`src/core/mfr_pkg.sv`:
```
// What this block does
// - Every channel owns an active-low partial reset that touches only that channel.
// - Partial reset zeroes that channel's read and write pointers and output register.
// - Partial reset keeps mode, widths, data rate and flag offsets as they were.
// - Four-channel mode splits the read bus into four 10-bit lanes, channel 0 lowest.
// - Two-channel mode gives channel 0 bits 19..0 and channel 2 bits 39..20.
// - Single rate reads one word per rising read clock with enable and select low.
// - Double rate reads a word on both read clock edges while reading is enabled.
// - Double rate samples enables at rising edges only; bursts always start rising.
// - Read select, taken at rising read clock, gates reads and the lane drivers.
// - During master or partial reset, select is ignored; lanes drive when enable low.
// - Double rate select is caught during master reset and applies to all channels.
// - Each rising serial clock with write enable low shifts one bit into offsets.
// - Read enable low copies offsets to a shifter, one bit out per rising edge.
// - A high output enable forces that channel's lanes to high impedance.
package mfr_pkg;
    localparam int MFR_NCH = 4;
    localparam int MFR_LANE_W = 10;
    localparam int MFR_WIDE_W = 20;
    localparam int MFR_BUS_W = 40;
    localparam int MFR_ADDR_W = 4;
    localparam int MFR_OFS_W = 16;
    localparam logic [15:0] MFR_OFS_RST = 16'h007f;
    localparam int MFR_BUF_N = 2;
    localparam int MFR_SYNC_N = 2;
endpackage

```
`src/core/mfr_mem.sv`:
```
`timescale 1ns/1ps
module mfr_mem #(
    parameter int DW = 20,
    parameter int AW = 4
) (
    // Clock
    input wire logic i_clk,
    // Write side
    input wire logic i_we,
    input wire logic [AW-1:0] i_waddr,
    input wire logic [DW-1:0] i_wdata,
    // Read side
    input wire logic i_re,
    input wire logic [AW-1:0] i_raddr,
    output logic [DW-1:0] o_rdata
);
    logic [DW-1:0] mem [2**AW];

    always_ff @(posedge i_clk) begin
        if (i_we) begin
            mem[i_waddr] <= i_wdata;
        end
        if (i_re) begin
            o_rdata <= mem[i_raddr];
        end
    end
endmodule

```
`src/core/mfr_read_port.sv`:
```
`timescale 1ns/1ps
module mfr_read_port import mfr_pkg::*; #(
    parameter int NCH = MFR_NCH,
    parameter int DW = MFR_WIDE_W,
    parameter int AW = MFR_ADDR_W,
    parameter int OFS_W = MFR_OFS_W
) (
    // Clock and master reset
    input wire logic i_clk,
    input wire logic i_rst,
    // Straps caught during master reset
    input wire logic i_read_double_rate_sel,
    input wire logic i_dual_mode_sel,
    // Read port pins, one bit per channel, plus the shared 40-bit data bus and its lane enables
    input wire logic [NCH-1:0] i_rd_clk,
    input wire logic [NCH-1:0] i_rd_en_n,
    input wire logic [NCH-1:0] i_read_select_n,
    input wire logic [NCH-1:0] i_out_en_n,
    input wire logic [NCH-1:0] i_channel_partial_reset_n,
    output logic [MFR_BUS_W-1:0] o_q,
    output logic [MFR_BUS_W-1:0] o_q_oe,
    // Word handshake behind the output register
    output logic [NCH-1:0] o_q_valid,
    input wire logic [NCH-1:0] i_q_ready,
    // Write side of the shared pointers, same clock
    input wire logic [NCH-1:0] i_wr_valid,
    input wire logic [NCH-1:0][DW-1:0] i_wr_data,
    output logic [NCH-1:0] o_wr_full,
    // Offset serial port
    input wire logic i_offset_serial_clk,
    input wire logic i_offset_serial_write_en_n,
    input wire logic i_offset_serial_read_en_n,
    input wire logic i_fallthrough_sel_serial_in,
    output logic o_offset_serial_out,
    output logic [NCH*2*OFS_W-1:0] o_flag_offsets
);
    localparam int OFS_N = NCH * 2 * OFS_W;

    typedef struct packed {
        logic [NCH-1:0][2:0] rclk_s;
        logic [NCH-1:0][1:0] ren_s;
        logic [NCH-1:0][1:0] rsel_s;
        logic [NCH-1:0][1:0] prst_s;
        logic [NCH-1:0][1:0] oe_s;
        logic [2:0] sclk_s;
        logic [1:0] swr_s;
        logic [2:0] srd_s;
        logic [1:0] si_s;
        logic [1:0] dbl_s;
        logic [1:0] dual_s;
        logic ddr;
        logic dual;
        logic [NCH-1:0] rsel_q;
        logic [NCH-1:0][AW:0] wptr;
        logic [NCH-1:0][AW:0] rptr;
        logic [NCH-1:0] pend;
        logic [NCH-1:0] mrd;
        logic [NCH-1:0][MFR_BUF_N-1:0][DW-1:0] fbuf;
        logic [NCH-1:0][1:0] bcnt;
        logic [NCH-1:0][DW-1:0] outq;
        logic [MFR_BUS_W-1:0] q;
        logic [NCH-1:0] qv;
        logic [NCH-1:0] lane_oe;
        logic [NCH-1:0] full;
        logic [OFS_N-1:0] ofs;
        logic [OFS_N-1:0] sh;
        logic offset_serial_out;
    } mfr_state_t;

    mfr_state_t s_r;
    mfr_state_t s_nxt;
    logic [NCH-1:0] rd_go;
    logic [NCH-1:0][DW-1:0] mem_q;
    logic [NCH-1:0] wr_go;

    // A read is only issued when the two-entry buffer can take the word, so a stalled
    // receiver makes the FIFO hold data instead of dropping it.
    function automatic logic has_room(input logic [1:0] cnt, input logic inflight);
        return ({1'b0, cnt} + {2'b00, inflight}) < 3'(MFR_BUF_N);
    endfunction

    function automatic logic ptr_empty(input logic [AW:0] wp, input logic [AW:0] rp);
        return wp == rp;
    endfunction

    function automatic logic ptr_full(input logic [AW:0] wp, input logic [AW:0] rp);
        return (wp[AW] != rp[AW]) && (wp[AW-1:0] == rp[AW-1:0]);
    endfunction

    for (genvar c = 0; c < NCH; c++) begin : g_mem
        mfr_mem #(.DW(DW), .AW(AW)) u_mem (
            .i_clk(i_clk),
            .i_we(wr_go[c]),
            .i_waddr(s_r.wptr[c][AW-1:0]),
            .i_wdata(i_wr_data[c]),
            .i_re(rd_go[c]),
            .i_raddr(s_r.rptr[c][AW-1:0]),
            .o_rdata(mem_q[c])
        );
    end

    always_comb begin
        logic rise;
        logic fall;
        logic prst;
        logic ok;
        logic [1:0] cnt;
        logic [NCH-1:0] oe_l;
        s_nxt = s_r;
        rise = 1'b0;
        fall = 1'b0;
        prst = 1'b0;
        ok = 1'b0;
        cnt = 2'h0;
        oe_l = '0;
        rd_go = '0;
        wr_go = '0;
        for (int c = 0; c < NCH; c++) begin
            s_nxt.rclk_s[c] = {s_r.rclk_s[c][1:0], i_rd_clk[c]};
            s_nxt.ren_s[c] = {s_r.ren_s[c][0], i_rd_en_n[c]};
            s_nxt.rsel_s[c] = {s_r.rsel_s[c][0], i_read_select_n[c]};
            s_nxt.prst_s[c] = {s_r.prst_s[c][0], i_channel_partial_reset_n[c]};
            s_nxt.oe_s[c] = {s_r.oe_s[c][0], i_out_en_n[c]};
            rise = s_r.rclk_s[c][1] & ~s_r.rclk_s[c][2];
            fall = ~s_r.rclk_s[c][1] & s_r.rclk_s[c][2];
            prst = ~s_r.prst_s[c][1];
            ok = !ptr_empty(s_r.wptr[c], s_r.rptr[c]) && has_room(s_r.bcnt[c], s_r.mrd[c])
                && !prst;
            if (rise) begin
                s_nxt.rsel_q[c] = s_r.rsel_s[c][1];
                if (!s_r.ren_s[c][1] && !s_r.rsel_s[c][1]) begin
                    rd_go[c] = ok;
                    s_nxt.pend[c] = s_r.ddr;
                end else begin
                    s_nxt.pend[c] = 1'b0;
                end
            end else if (fall && s_r.pend[c]) begin
                // An underrun on the falling half simply skips that word.
                rd_go[c] = ok;
                s_nxt.pend[c] = 1'b0;
            end
            wr_go[c] = i_wr_valid[c] && !s_r.full[c] && !prst;
            if (wr_go[c]) begin
                s_nxt.wptr[c] = s_r.wptr[c] + 1'b1;
            end
            if (rd_go[c]) begin
                s_nxt.rptr[c] = s_r.rptr[c] + 1'b1;
            end
            s_nxt.mrd[c] = rd_go[c];
            cnt = s_r.bcnt[c];
            if (s_r.qv[c] && i_q_ready[c]) begin
                s_nxt.qv[c] = 1'b0;
            end
            if (cnt != 2'h0 && (!s_r.qv[c] || i_q_ready[c])) begin
                s_nxt.outq[c] = s_r.fbuf[c][0];
                s_nxt.qv[c] = 1'b1;
                s_nxt.fbuf[c][0] = s_r.fbuf[c][1];
                cnt = cnt - 2'h1;
            end
            if (s_r.mrd[c]) begin
                s_nxt.fbuf[c][cnt[0]] = mem_q[c];
                cnt = cnt + 2'h1;
            end
            s_nxt.bcnt[c] = cnt;
            if (prst) begin
                s_nxt.wptr[c] = '0;
                s_nxt.rptr[c] = '0;
                s_nxt.outq[c] = '0;
                s_nxt.qv[c] = 1'b0;
                s_nxt.bcnt[c] = 2'h0;
                s_nxt.pend[c] = 1'b0;
                s_nxt.mrd[c] = 1'b0;
            end
            s_nxt.full[c] = ptr_full(s_nxt.wptr[c], s_nxt.rptr[c]);
            oe_l[c] = ~s_r.oe_s[c][1] & (prst | i_rst | ~s_nxt.rsel_q[c]);
        end
        for (int c = 0; c < NCH; c += 2) begin
            s_nxt.lane_oe[c] = oe_l[c];
            s_nxt.lane_oe[c+1] = s_r.dual ? oe_l[c] : oe_l[c+1];
            if (s_r.dual) begin
                s_nxt.q[c*MFR_LANE_W +: MFR_WIDE_W] = s_nxt.outq[c][MFR_WIDE_W-1:0];
            end else begin
                s_nxt.q[c*MFR_LANE_W +: MFR_LANE_W] = s_nxt.outq[c][MFR_LANE_W-1:0];
                s_nxt.q[(c+1)*MFR_LANE_W +: MFR_LANE_W] = s_nxt.outq[c+1][MFR_LANE_W-1:0];
            end
        end
        s_nxt.sclk_s = {s_r.sclk_s[1:0], i_offset_serial_clk};
        s_nxt.swr_s = {s_r.swr_s[0], i_offset_serial_write_en_n};
        s_nxt.srd_s = {s_r.srd_s[1:0], i_offset_serial_read_en_n};
        s_nxt.si_s = {s_r.si_s[0], i_fallthrough_sel_serial_in};
        s_nxt.dbl_s = {s_r.dbl_s[0], i_read_double_rate_sel};
        s_nxt.dual_s = {s_r.dual_s[0], i_dual_mode_sel};
        if (!s_r.srd_s[1] && s_r.srd_s[2]) begin
            s_nxt.sh = s_r.ofs;
        end
        if (s_r.sclk_s[1] && !s_r.sclk_s[2]) begin
            if (!s_r.swr_s[1]) begin
                s_nxt.ofs = {s_r.ofs[OFS_N-2:0], s_r.si_s[1]};
            end
            if (!s_r.srd_s[1]) begin
                s_nxt.offset_serial_out = s_nxt.sh[OFS_N-1];
                s_nxt.sh = {s_nxt.sh[OFS_N-2:0], 1'b0};
            end
        end
        if (i_rst) begin
            s_nxt.ddr = s_r.dbl_s[1];
            s_nxt.dual = s_r.dual_s[1];
            s_nxt.wptr = '0;
            s_nxt.rptr = '0;
            s_nxt.pend = '0;
            s_nxt.mrd = '0;
            s_nxt.bcnt = '0;
            s_nxt.outq = '0;
            s_nxt.q = '0;
            s_nxt.qv = '0;
            s_nxt.full = '0;
            s_nxt.rsel_q = '1;
            s_nxt.ofs = {(NCH * 2){MFR_OFS_RST[OFS_W-1:0]}};
            s_nxt.sh = '0;
            s_nxt.offset_serial_out = 1'b0;
        end
    end

    always_ff @(posedge i_clk) begin
        s_r <= s_nxt;
    end

    // The lane mux sits before the flops, so the data pins never glitch on the mode decode.
    always_comb begin
        for (int c = 0; c < NCH; c++) begin
            o_q_oe[c*MFR_LANE_W +: MFR_LANE_W] = {MFR_LANE_W{s_r.lane_oe[c]}};
        end
    end

    assign o_q = s_r.q;
    assign o_q_valid = s_r.qv;
    assign o_wr_full = s_r.full;
    assign o_offset_serial_out = s_r.offset_serial_out;
    assign o_flag_offsets = s_r.ofs;

    for (genvar c = 0; c < NCH; c++) begin : g_chk
        prst_clear_a: assert property (@(posedge i_clk) disable iff (i_rst)
            !s_r.prst_s[c][1] |=> (s_r.rptr[c] == '0 && s_r.wptr[c] == '0 && s_r.outq[c] == '0))
            else $error("partial reset did not clear channel");
        sdr_read_a: assert property (@(posedge i_clk) disable iff (i_rst)
            (!s_r.ddr && s_r.rclk_s[c][1] && !s_r.rclk_s[c][2] && !s_r.ren_s[c][1]
             && !s_r.rsel_s[c][1] && s_r.prst_s[c][1] && s_r.wptr[c] != s_r.rptr[c]
             && s_r.bcnt[c] == 2'h0 && !s_r.mrd[c])
            |=> s_r.rptr[c] == $past(s_r.rptr[c]) + 1'b1 ##1 s_r.bcnt[c] != 2'h0 || s_r.qv[c])
            else $error("single rate read did not advance");
        no_read_a: assert property (@(posedge i_clk) disable iff (i_rst)
            (s_r.rclk_s[c][1] && !s_r.rclk_s[c][2] && (s_r.ren_s[c][1] || s_r.rsel_s[c][1])
             && s_r.prst_s[c][1]) |=> $stable(s_r.rptr[c]) ##1 $stable(s_r.rptr[c]))
            else $error("read happened while disabled");
        ddr_fall_a: assert property (@(posedge i_clk) disable iff (i_rst)
            (s_r.pend[c] && !s_r.rclk_s[c][1] && s_r.rclk_s[c][2] && s_r.prst_s[c][1]
             && s_r.wptr[c] != s_r.rptr[c] && s_r.bcnt[c] == 2'h0 && !s_r.mrd[c])
            |=> s_r.rptr[c] == $past(s_r.rptr[c]) + 1'b1)
            else $error("falling edge word missing in double rate");
        ddr_start_a: assert property (@(posedge i_clk) disable iff (i_rst)
            (!s_r.pend[c] && !s_r.rclk_s[c][1] && s_r.rclk_s[c][2]) |=> $stable(s_r.rptr[c]))
            else $error("burst began on a falling edge");
        oe_off_a: assert property (@(posedge i_clk) disable iff (i_rst)
            (s_r.oe_s[c][1] && !s_r.dual) |=> !s_r.lane_oe[c])
            else $error("lane driven while output enable high");
        rst_drive_a: assert property (@(posedge i_clk) disable iff (i_rst)
            (!s_r.prst_s[c][1] && !s_r.oe_s[c][1] && !s_r.dual) |=> s_r.lane_oe[c])
            else $error("lane not driven during partial reset");
        sel_gate_a: assert property (@(posedge i_clk) disable iff (i_rst)
            (s_r.prst_s[c][1] && !s_r.dual) |=> (!s_r.rsel_q[c] || !s_r.lane_oe[c]))
            else $error("lane driven while deselected");
        mode_kept_a: assert property (@(posedge i_clk) disable iff (i_rst)
            !s_r.prst_s[c][1] |=> ($stable(s_r.ddr) && $stable(s_r.dual)))
            else $error("partial reset changed the mode");
    end

    strap_catch_a: assert property (@(posedge i_clk)
        i_rst |=> s_r.ddr == $past(s_r.dbl_s[1]))
        else $error("double rate strap not caught");
    ser_write_a: assert property (@(posedge i_clk) disable iff (i_rst)
        (s_r.sclk_s[1] && !s_r.sclk_s[2] && !s_r.swr_s[1])
        |=> s_r.ofs[0] == $past(s_r.si_s[1]) && s_r.ofs[OFS_N-1:1] == $past(s_r.ofs[OFS_N-2:0]))
        else $error("serial bit not shifted into offsets");
    ser_read_a: assert property (@(posedge i_clk) disable iff (i_rst)
        (s_r.swr_s[1] && !s_r.srd_s[1]) |=> $stable(s_r.ofs))
        else $error("serial read altered offsets");
endmodule

```
`config.mk`:
```
export PLATFORM = sky130hd
export DESIGN_NAME = mfr_read_port
export DESIGN_NICKNAME = d
export VERILOG_FILES = /design/src/core/mfr_pkg.sv /design/src/core/mfr_mem.sv /design/src/core/mfr_read_port.sv
export SDC_FILE = /design/constraint.sdc
export NUM_CORES = 2
export LEC_CHECK = 0
export BUFFER_PORTS_ARGS = -buffer_cell sky130_fd_sc_hd__clkbuf_2
export CAP_MARGIN = 10
export CELL_PAD_IN_SITES_DETAIL_PLACEMENT = 1
export CELL_PAD_IN_SITES_GLOBAL_PLACEMENT = 1
export CORE_MARGIN = 2
export CORE_UTILIZATION = 50
export CTS_BUF_LIST = sky130_fd_sc_hd__clkbuf_2
export DETAILED_ROUTE_END_ITERATION = 8
export GPL_TIMING_DRIVEN = 0
export PLACE_DENSITY_LB_ADDON = 0.2
export SLEW_MARGIN = 20
export SYNTH_ARGS = -nofsm -noshare
export SYNTH_HDL_FRONTEND = slang
export SYNTH_HIERARCHICAL = 1
export SYNTH_SLANG_ARGS = --single-unit
```
`constraint.sdc`:
```
create_clock -name i_clk -period 3.3 [get_ports i_clk]
set_clock_uncertainty 0.2 [all_clocks]
set_input_delay 0.33 -clock i_clk [delete_from_list [all_inputs] [get_ports i_clk]]
set_output_delay 0.33 -clock i_clk [all_outputs]
set_load 0.05 [all_outputs]
```
==> impl_summary.txt <==
----------------------------------------------------
[Floorplanning]
  Cell Rows ... 128
  Die extent in y ... 355 um
  Io pins ... 333
  Area of the placeable core ... 0.122 mm^2
  Horizontal extent of the die ... 355 um
  Effective utilization at floorplan ... 50.5%
  Die area ... 0.126 mm^2

[Detailed routing]
  Detail-routed via count per cell ... 5.38
  Vias post-DR ... 38300
  1st-pass router iterations ... 5
  DRT antenna net count ... 0
  Starting DRT DRC Count ... 2672
  Average wire length per cell after detail routing ... 22.4 um
  Drt drc ... 0
  Final routed wirelength across all metal layers ... 159000 um

[Finish]
  Fillers ... 12100
  P&R area growth vs syn ... 18.3%
  Final Non-Filler Cells ... 7108
  Area of all sequential standard cells ... 0.0431 mm^2
  Total Nets Final ... 5297
  Combined area of the multi-input logic cells ... 0.0161 mm^2
  Fraction of final layout cells sized beyond drive strength 1 ... 28.1%

[Power]
  Lkg Pwr ... 26.5 nW
  Sw power ... 9.59 mW
  Clock share of power ... 35.6%
  Worst voltage drop across the vdd grid ... 0.000367 V
  Sw frac ... 25.6%
  Sequential fraction of design power ... 58.8%
  Power per cell area ... 513 mW/mm^2
  Fraction of power consumed by combinational cells ... 5.5%
  Internal ... 27.8 mW

[GRT]
  Antenna violations before repair ... 9
  Grt total ovfl ... 0
  Overall fraction of global-route tracks in use ... 25.4%
  Largest net degree at the start of global routing ... 30
  First-pass GRT wire length ... 244000 um
  Number of global-route vias before repair ... 41200

[Timing]
  Final-report setup violation count ... 0
  Post-layout worst setup margin ... 0.202 ns
  Max-slew headroom ... 21.6%
  Hold violation count in the final report ... 0
  Maximum frequency from static timing analysis ... 323 MHz
  Max-slew violation count ... 0
  Total Negative Setup Slacks ... 0 ns
  Setup repair after global routing missed its margin ... false
  Transition time of the tightest slew-check pin ... 1.18 ns
  Shortest clock period the worst path allows after layout ... 3.10 ns
  Period Utilization, post-route ... 93.9%

[Setup path]
  Type of element launching the critical path ... register
  Data required time of the critical path ... 2.77 ns
  Classification of the worst setup path ... register to output pin
  Startpoint of the worst-slack reg-to-reg timing path ... s_r[640]$_DFF_P_
  Critical path data arrival time ... 2.57 ns
  Crit Path Max Fanout ... 10
  Count of cells along the worst register-to-register path ... 4
  Reg2reg setup slack ... 0.26 ns
  Worst reg2reg endpoint ... g_mem[3].u_mem/mem[10][9]$_DFFE_PP_
  Element type at the critical path end ... output pin

[Clock network]
  Later-pin clock latency in the skew report ... 1.75 ns
  Root buffer cell ... sky130_fd_sc_hd__clkbuf_2
  Clock H-tree levels ... 5
  Maximum number of buffers from clock root to sink ... 4
  Clock input transition at the sequential cells of the worst setup and hold paths ... 0.16 ns
  TritonCTS sink count ... 1609
  Total clock buffers created by CTS ... 413
  TritonCTS clock tree ... built

[Job]
  Reported max-cap violation count ... 0

[Yosys]
  Synthesized netlist net count ... 4227
  Synthesized area divided by synthesized cell count ... 15.1 um^2
  YS warnings ... 6
  Syn Inst Count ... 4095
  Mapped Area ... 0.0617 mm^2

[Place]
  Final GP Congestion ... 0.777
  DP Worst Slack ... 0.115 ns
  DP HPWL ... 101000 um
  Count of buffers inserted at the top-level ports ... 312
  Cell count after placement ... 6059

[Run status]
  Outcome ... complete, no violations

[Worst hold path]
  Min-Delay Endpoint ... s_r[638]$_DFF_P_
  Hold Startpoint ... s_nxt[638]$_DFF_P_
  Hold/Removal Path Class ... register to register
  Hold path cells ... 0

----------------------------------------------------
## flip-flops by register name, indices dropped and copies added, names as in the netlist
| signal | count |
|---|---|
| o_q | 20 |
| s_r | 396 |
| s_nxt | 32 |
| o_wr_full | 4 |
| o_offset_serial_out | 1 |
| g_mem.u_mem/o_rdata | 60 |
| g_mem.u_mem/mem | 960 |
| o_q_valid | 4 |
| o_q_oe | 4 |
| o_flag_offsets | 128 |
## critical path: stages (launching register included)
cell and delay, ns:
sky130_fd_sc_hd__dfxtp_2 0.48, sky130_fd_sc_hd__buf_4 0.15, sky130_fd_sc_hd__clkbuf_4 0.22
## power groups by stage
stage / sequential, mW / combinational, mW / clock, mW
floorplan: 22.4 / 1.12 / 0
global placement: 22.5 / 1.64 / 0
detailed placement: 22.5 / 1.71 / 0
CTS: 22.0 / 2.04 / 13.7
global route: 22.1 / 2.24 / 14.9
finish: 22.0 / 2.07 / 13.3
## worst max path at each step
| stage | from | end | slack [ns] |
|---|---|---|---|
| global placement | s_r[634]$_DFF_P_ | g_mem[0].u_mem/mem[0][2]$_DFFE_PP_ | -1.55 |
| detailed placement | s_r[640]$_DFF_P_ | g_mem[3].u_mem/mem[1][7]$_DFFE_PP_ | 0.11 |
| global route | o_q_oe[10]$_DFF_P_ | o_q_oe[12] | 0.01 |
| CTS | o_flag_offsets[63]$_SDFFE_PP0P_ | o_flag_offsets[63] | 0.0003 |
| finish | o_q_oe[10]$_DFF_P_ | o_q_oe[18] | 0.20 |
| floorplan | o_wr_full[0]$_SDFF_PP0_ | g_mem[0].u_mem/mem[0][0]$_DFFE_PP_ | 0.12 |
## repair_timing
item                       4_1_cts  5_1_grt
buffers inserted                 0        0
setup endpoints to repair      135       23
gates resized for setup        158        6
hold buffers                   316        0
pin swaps                        0        0
hold endpoints to repair      2432        0
## layout make-up
cell class	count	share of cell area [%]
diodes	6	0.0206
inverters	25	0.129
multi-input cells	1992	22.0
flip-flops and latches	1609	59.0
clock inverters	119	0.785
plain buffers	469	3.83
clock buffers	608	4.17
well taps	1625	2.78
repair buffers	655	7.27
## through the flow
step	area, um^2	hold slack (ns)	utilization, %	total power [mW]
after detailed placement	65800	0.113	53.9	24.2
after CTS	73000	0.0101	59.7	37.8
final	73000	0.0591	59.8	37.4
after floorplan	61700	0.110	-	23.5
after global routing	73000	0.0557	59.8	39.2
after global placement	65300	0.112	53.4	24.1
## metal layers
| metal | global-route usage, % | share of wire, % |
|---|---|---|
| met5 | 0 | 0.0082 |
| met3 | 6.14 | 6.6 |
| met1 | 33.4 | 42 |
| met4 | 8.76 | 2.3 |
| met2 | 41.5 | 49 |
## placed cells by master, fill, tap and decap left out, types with 6 or more instances in the layout
cell type and count:
sky130_fd_sc_hd__o22ai_1 130, sky130_fd_sc_hd__o21a_1 10, sky130_fd_sc_hd__dfxtp_1 497, sky130_fd_sc_hd__clkinv_1 93
sky130_fd_sc_hd__nand3b_1 66, sky130_fd_sc_hd__dlygate4sd3_1 316, sky130_fd_sc_hd__dfxtp_2 29, sky130_fd_sc_hd__o21ai_0 20
sky130_fd_sc_hd__nor3_2 16, sky130_fd_sc_hd__nor2_2 12, sky130_fd_sc_hd__nor2_1 176, sky130_fd_sc_hd__nand3_1 18
sky130_fd_sc_hd__nor2_4 24, sky130_fd_sc_hd__and3b_1 6, sky130_fd_sc_hd__a211oi_1 8, sky130_fd_sc_hd__inv_1 25
sky130_fd_sc_hd__nand4_1 7, sky130_fd_sc_hd__a31oi_1 61, sky130_fd_sc_hd__nand2_1 548, sky130_fd_sc_hd__clkbuf_4 118
sky130_fd_sc_hd__nand2b_1 42, sky130_fd_sc_hd__buf_4 253, sky130_fd_sc_hd__buf_2 13, sky130_fd_sc_hd__mux4_2 194
sky130_fd_sc_hd__a22oi_1 120, sky130_fd_sc_hd__diode_2 6, sky130_fd_sc_hd__nor2b_1 19, sky130_fd_sc_hd__buf_6 27
sky130_fd_sc_hd__clkbuf_2 799, sky130_fd_sc_hd__clkinv_2 17, sky130_fd_sc_hd__mux2i_1 158, sky130_fd_sc_hd__xor2_1 34
sky130_fd_sc_hd__edfxtp_1 1082, sky130_fd_sc_hd__xnor2_1 38, sky130_fd_sc_hd__ha_1 16, sky130_fd_sc_hd__mux4_1 46
sky130_fd_sc_hd__a21oi_1 138, sky130_fd_sc_hd__clkbuf_1 196, sky130_fd_sc_hd__and2_1 9
(Power assumes the default switching activity.)
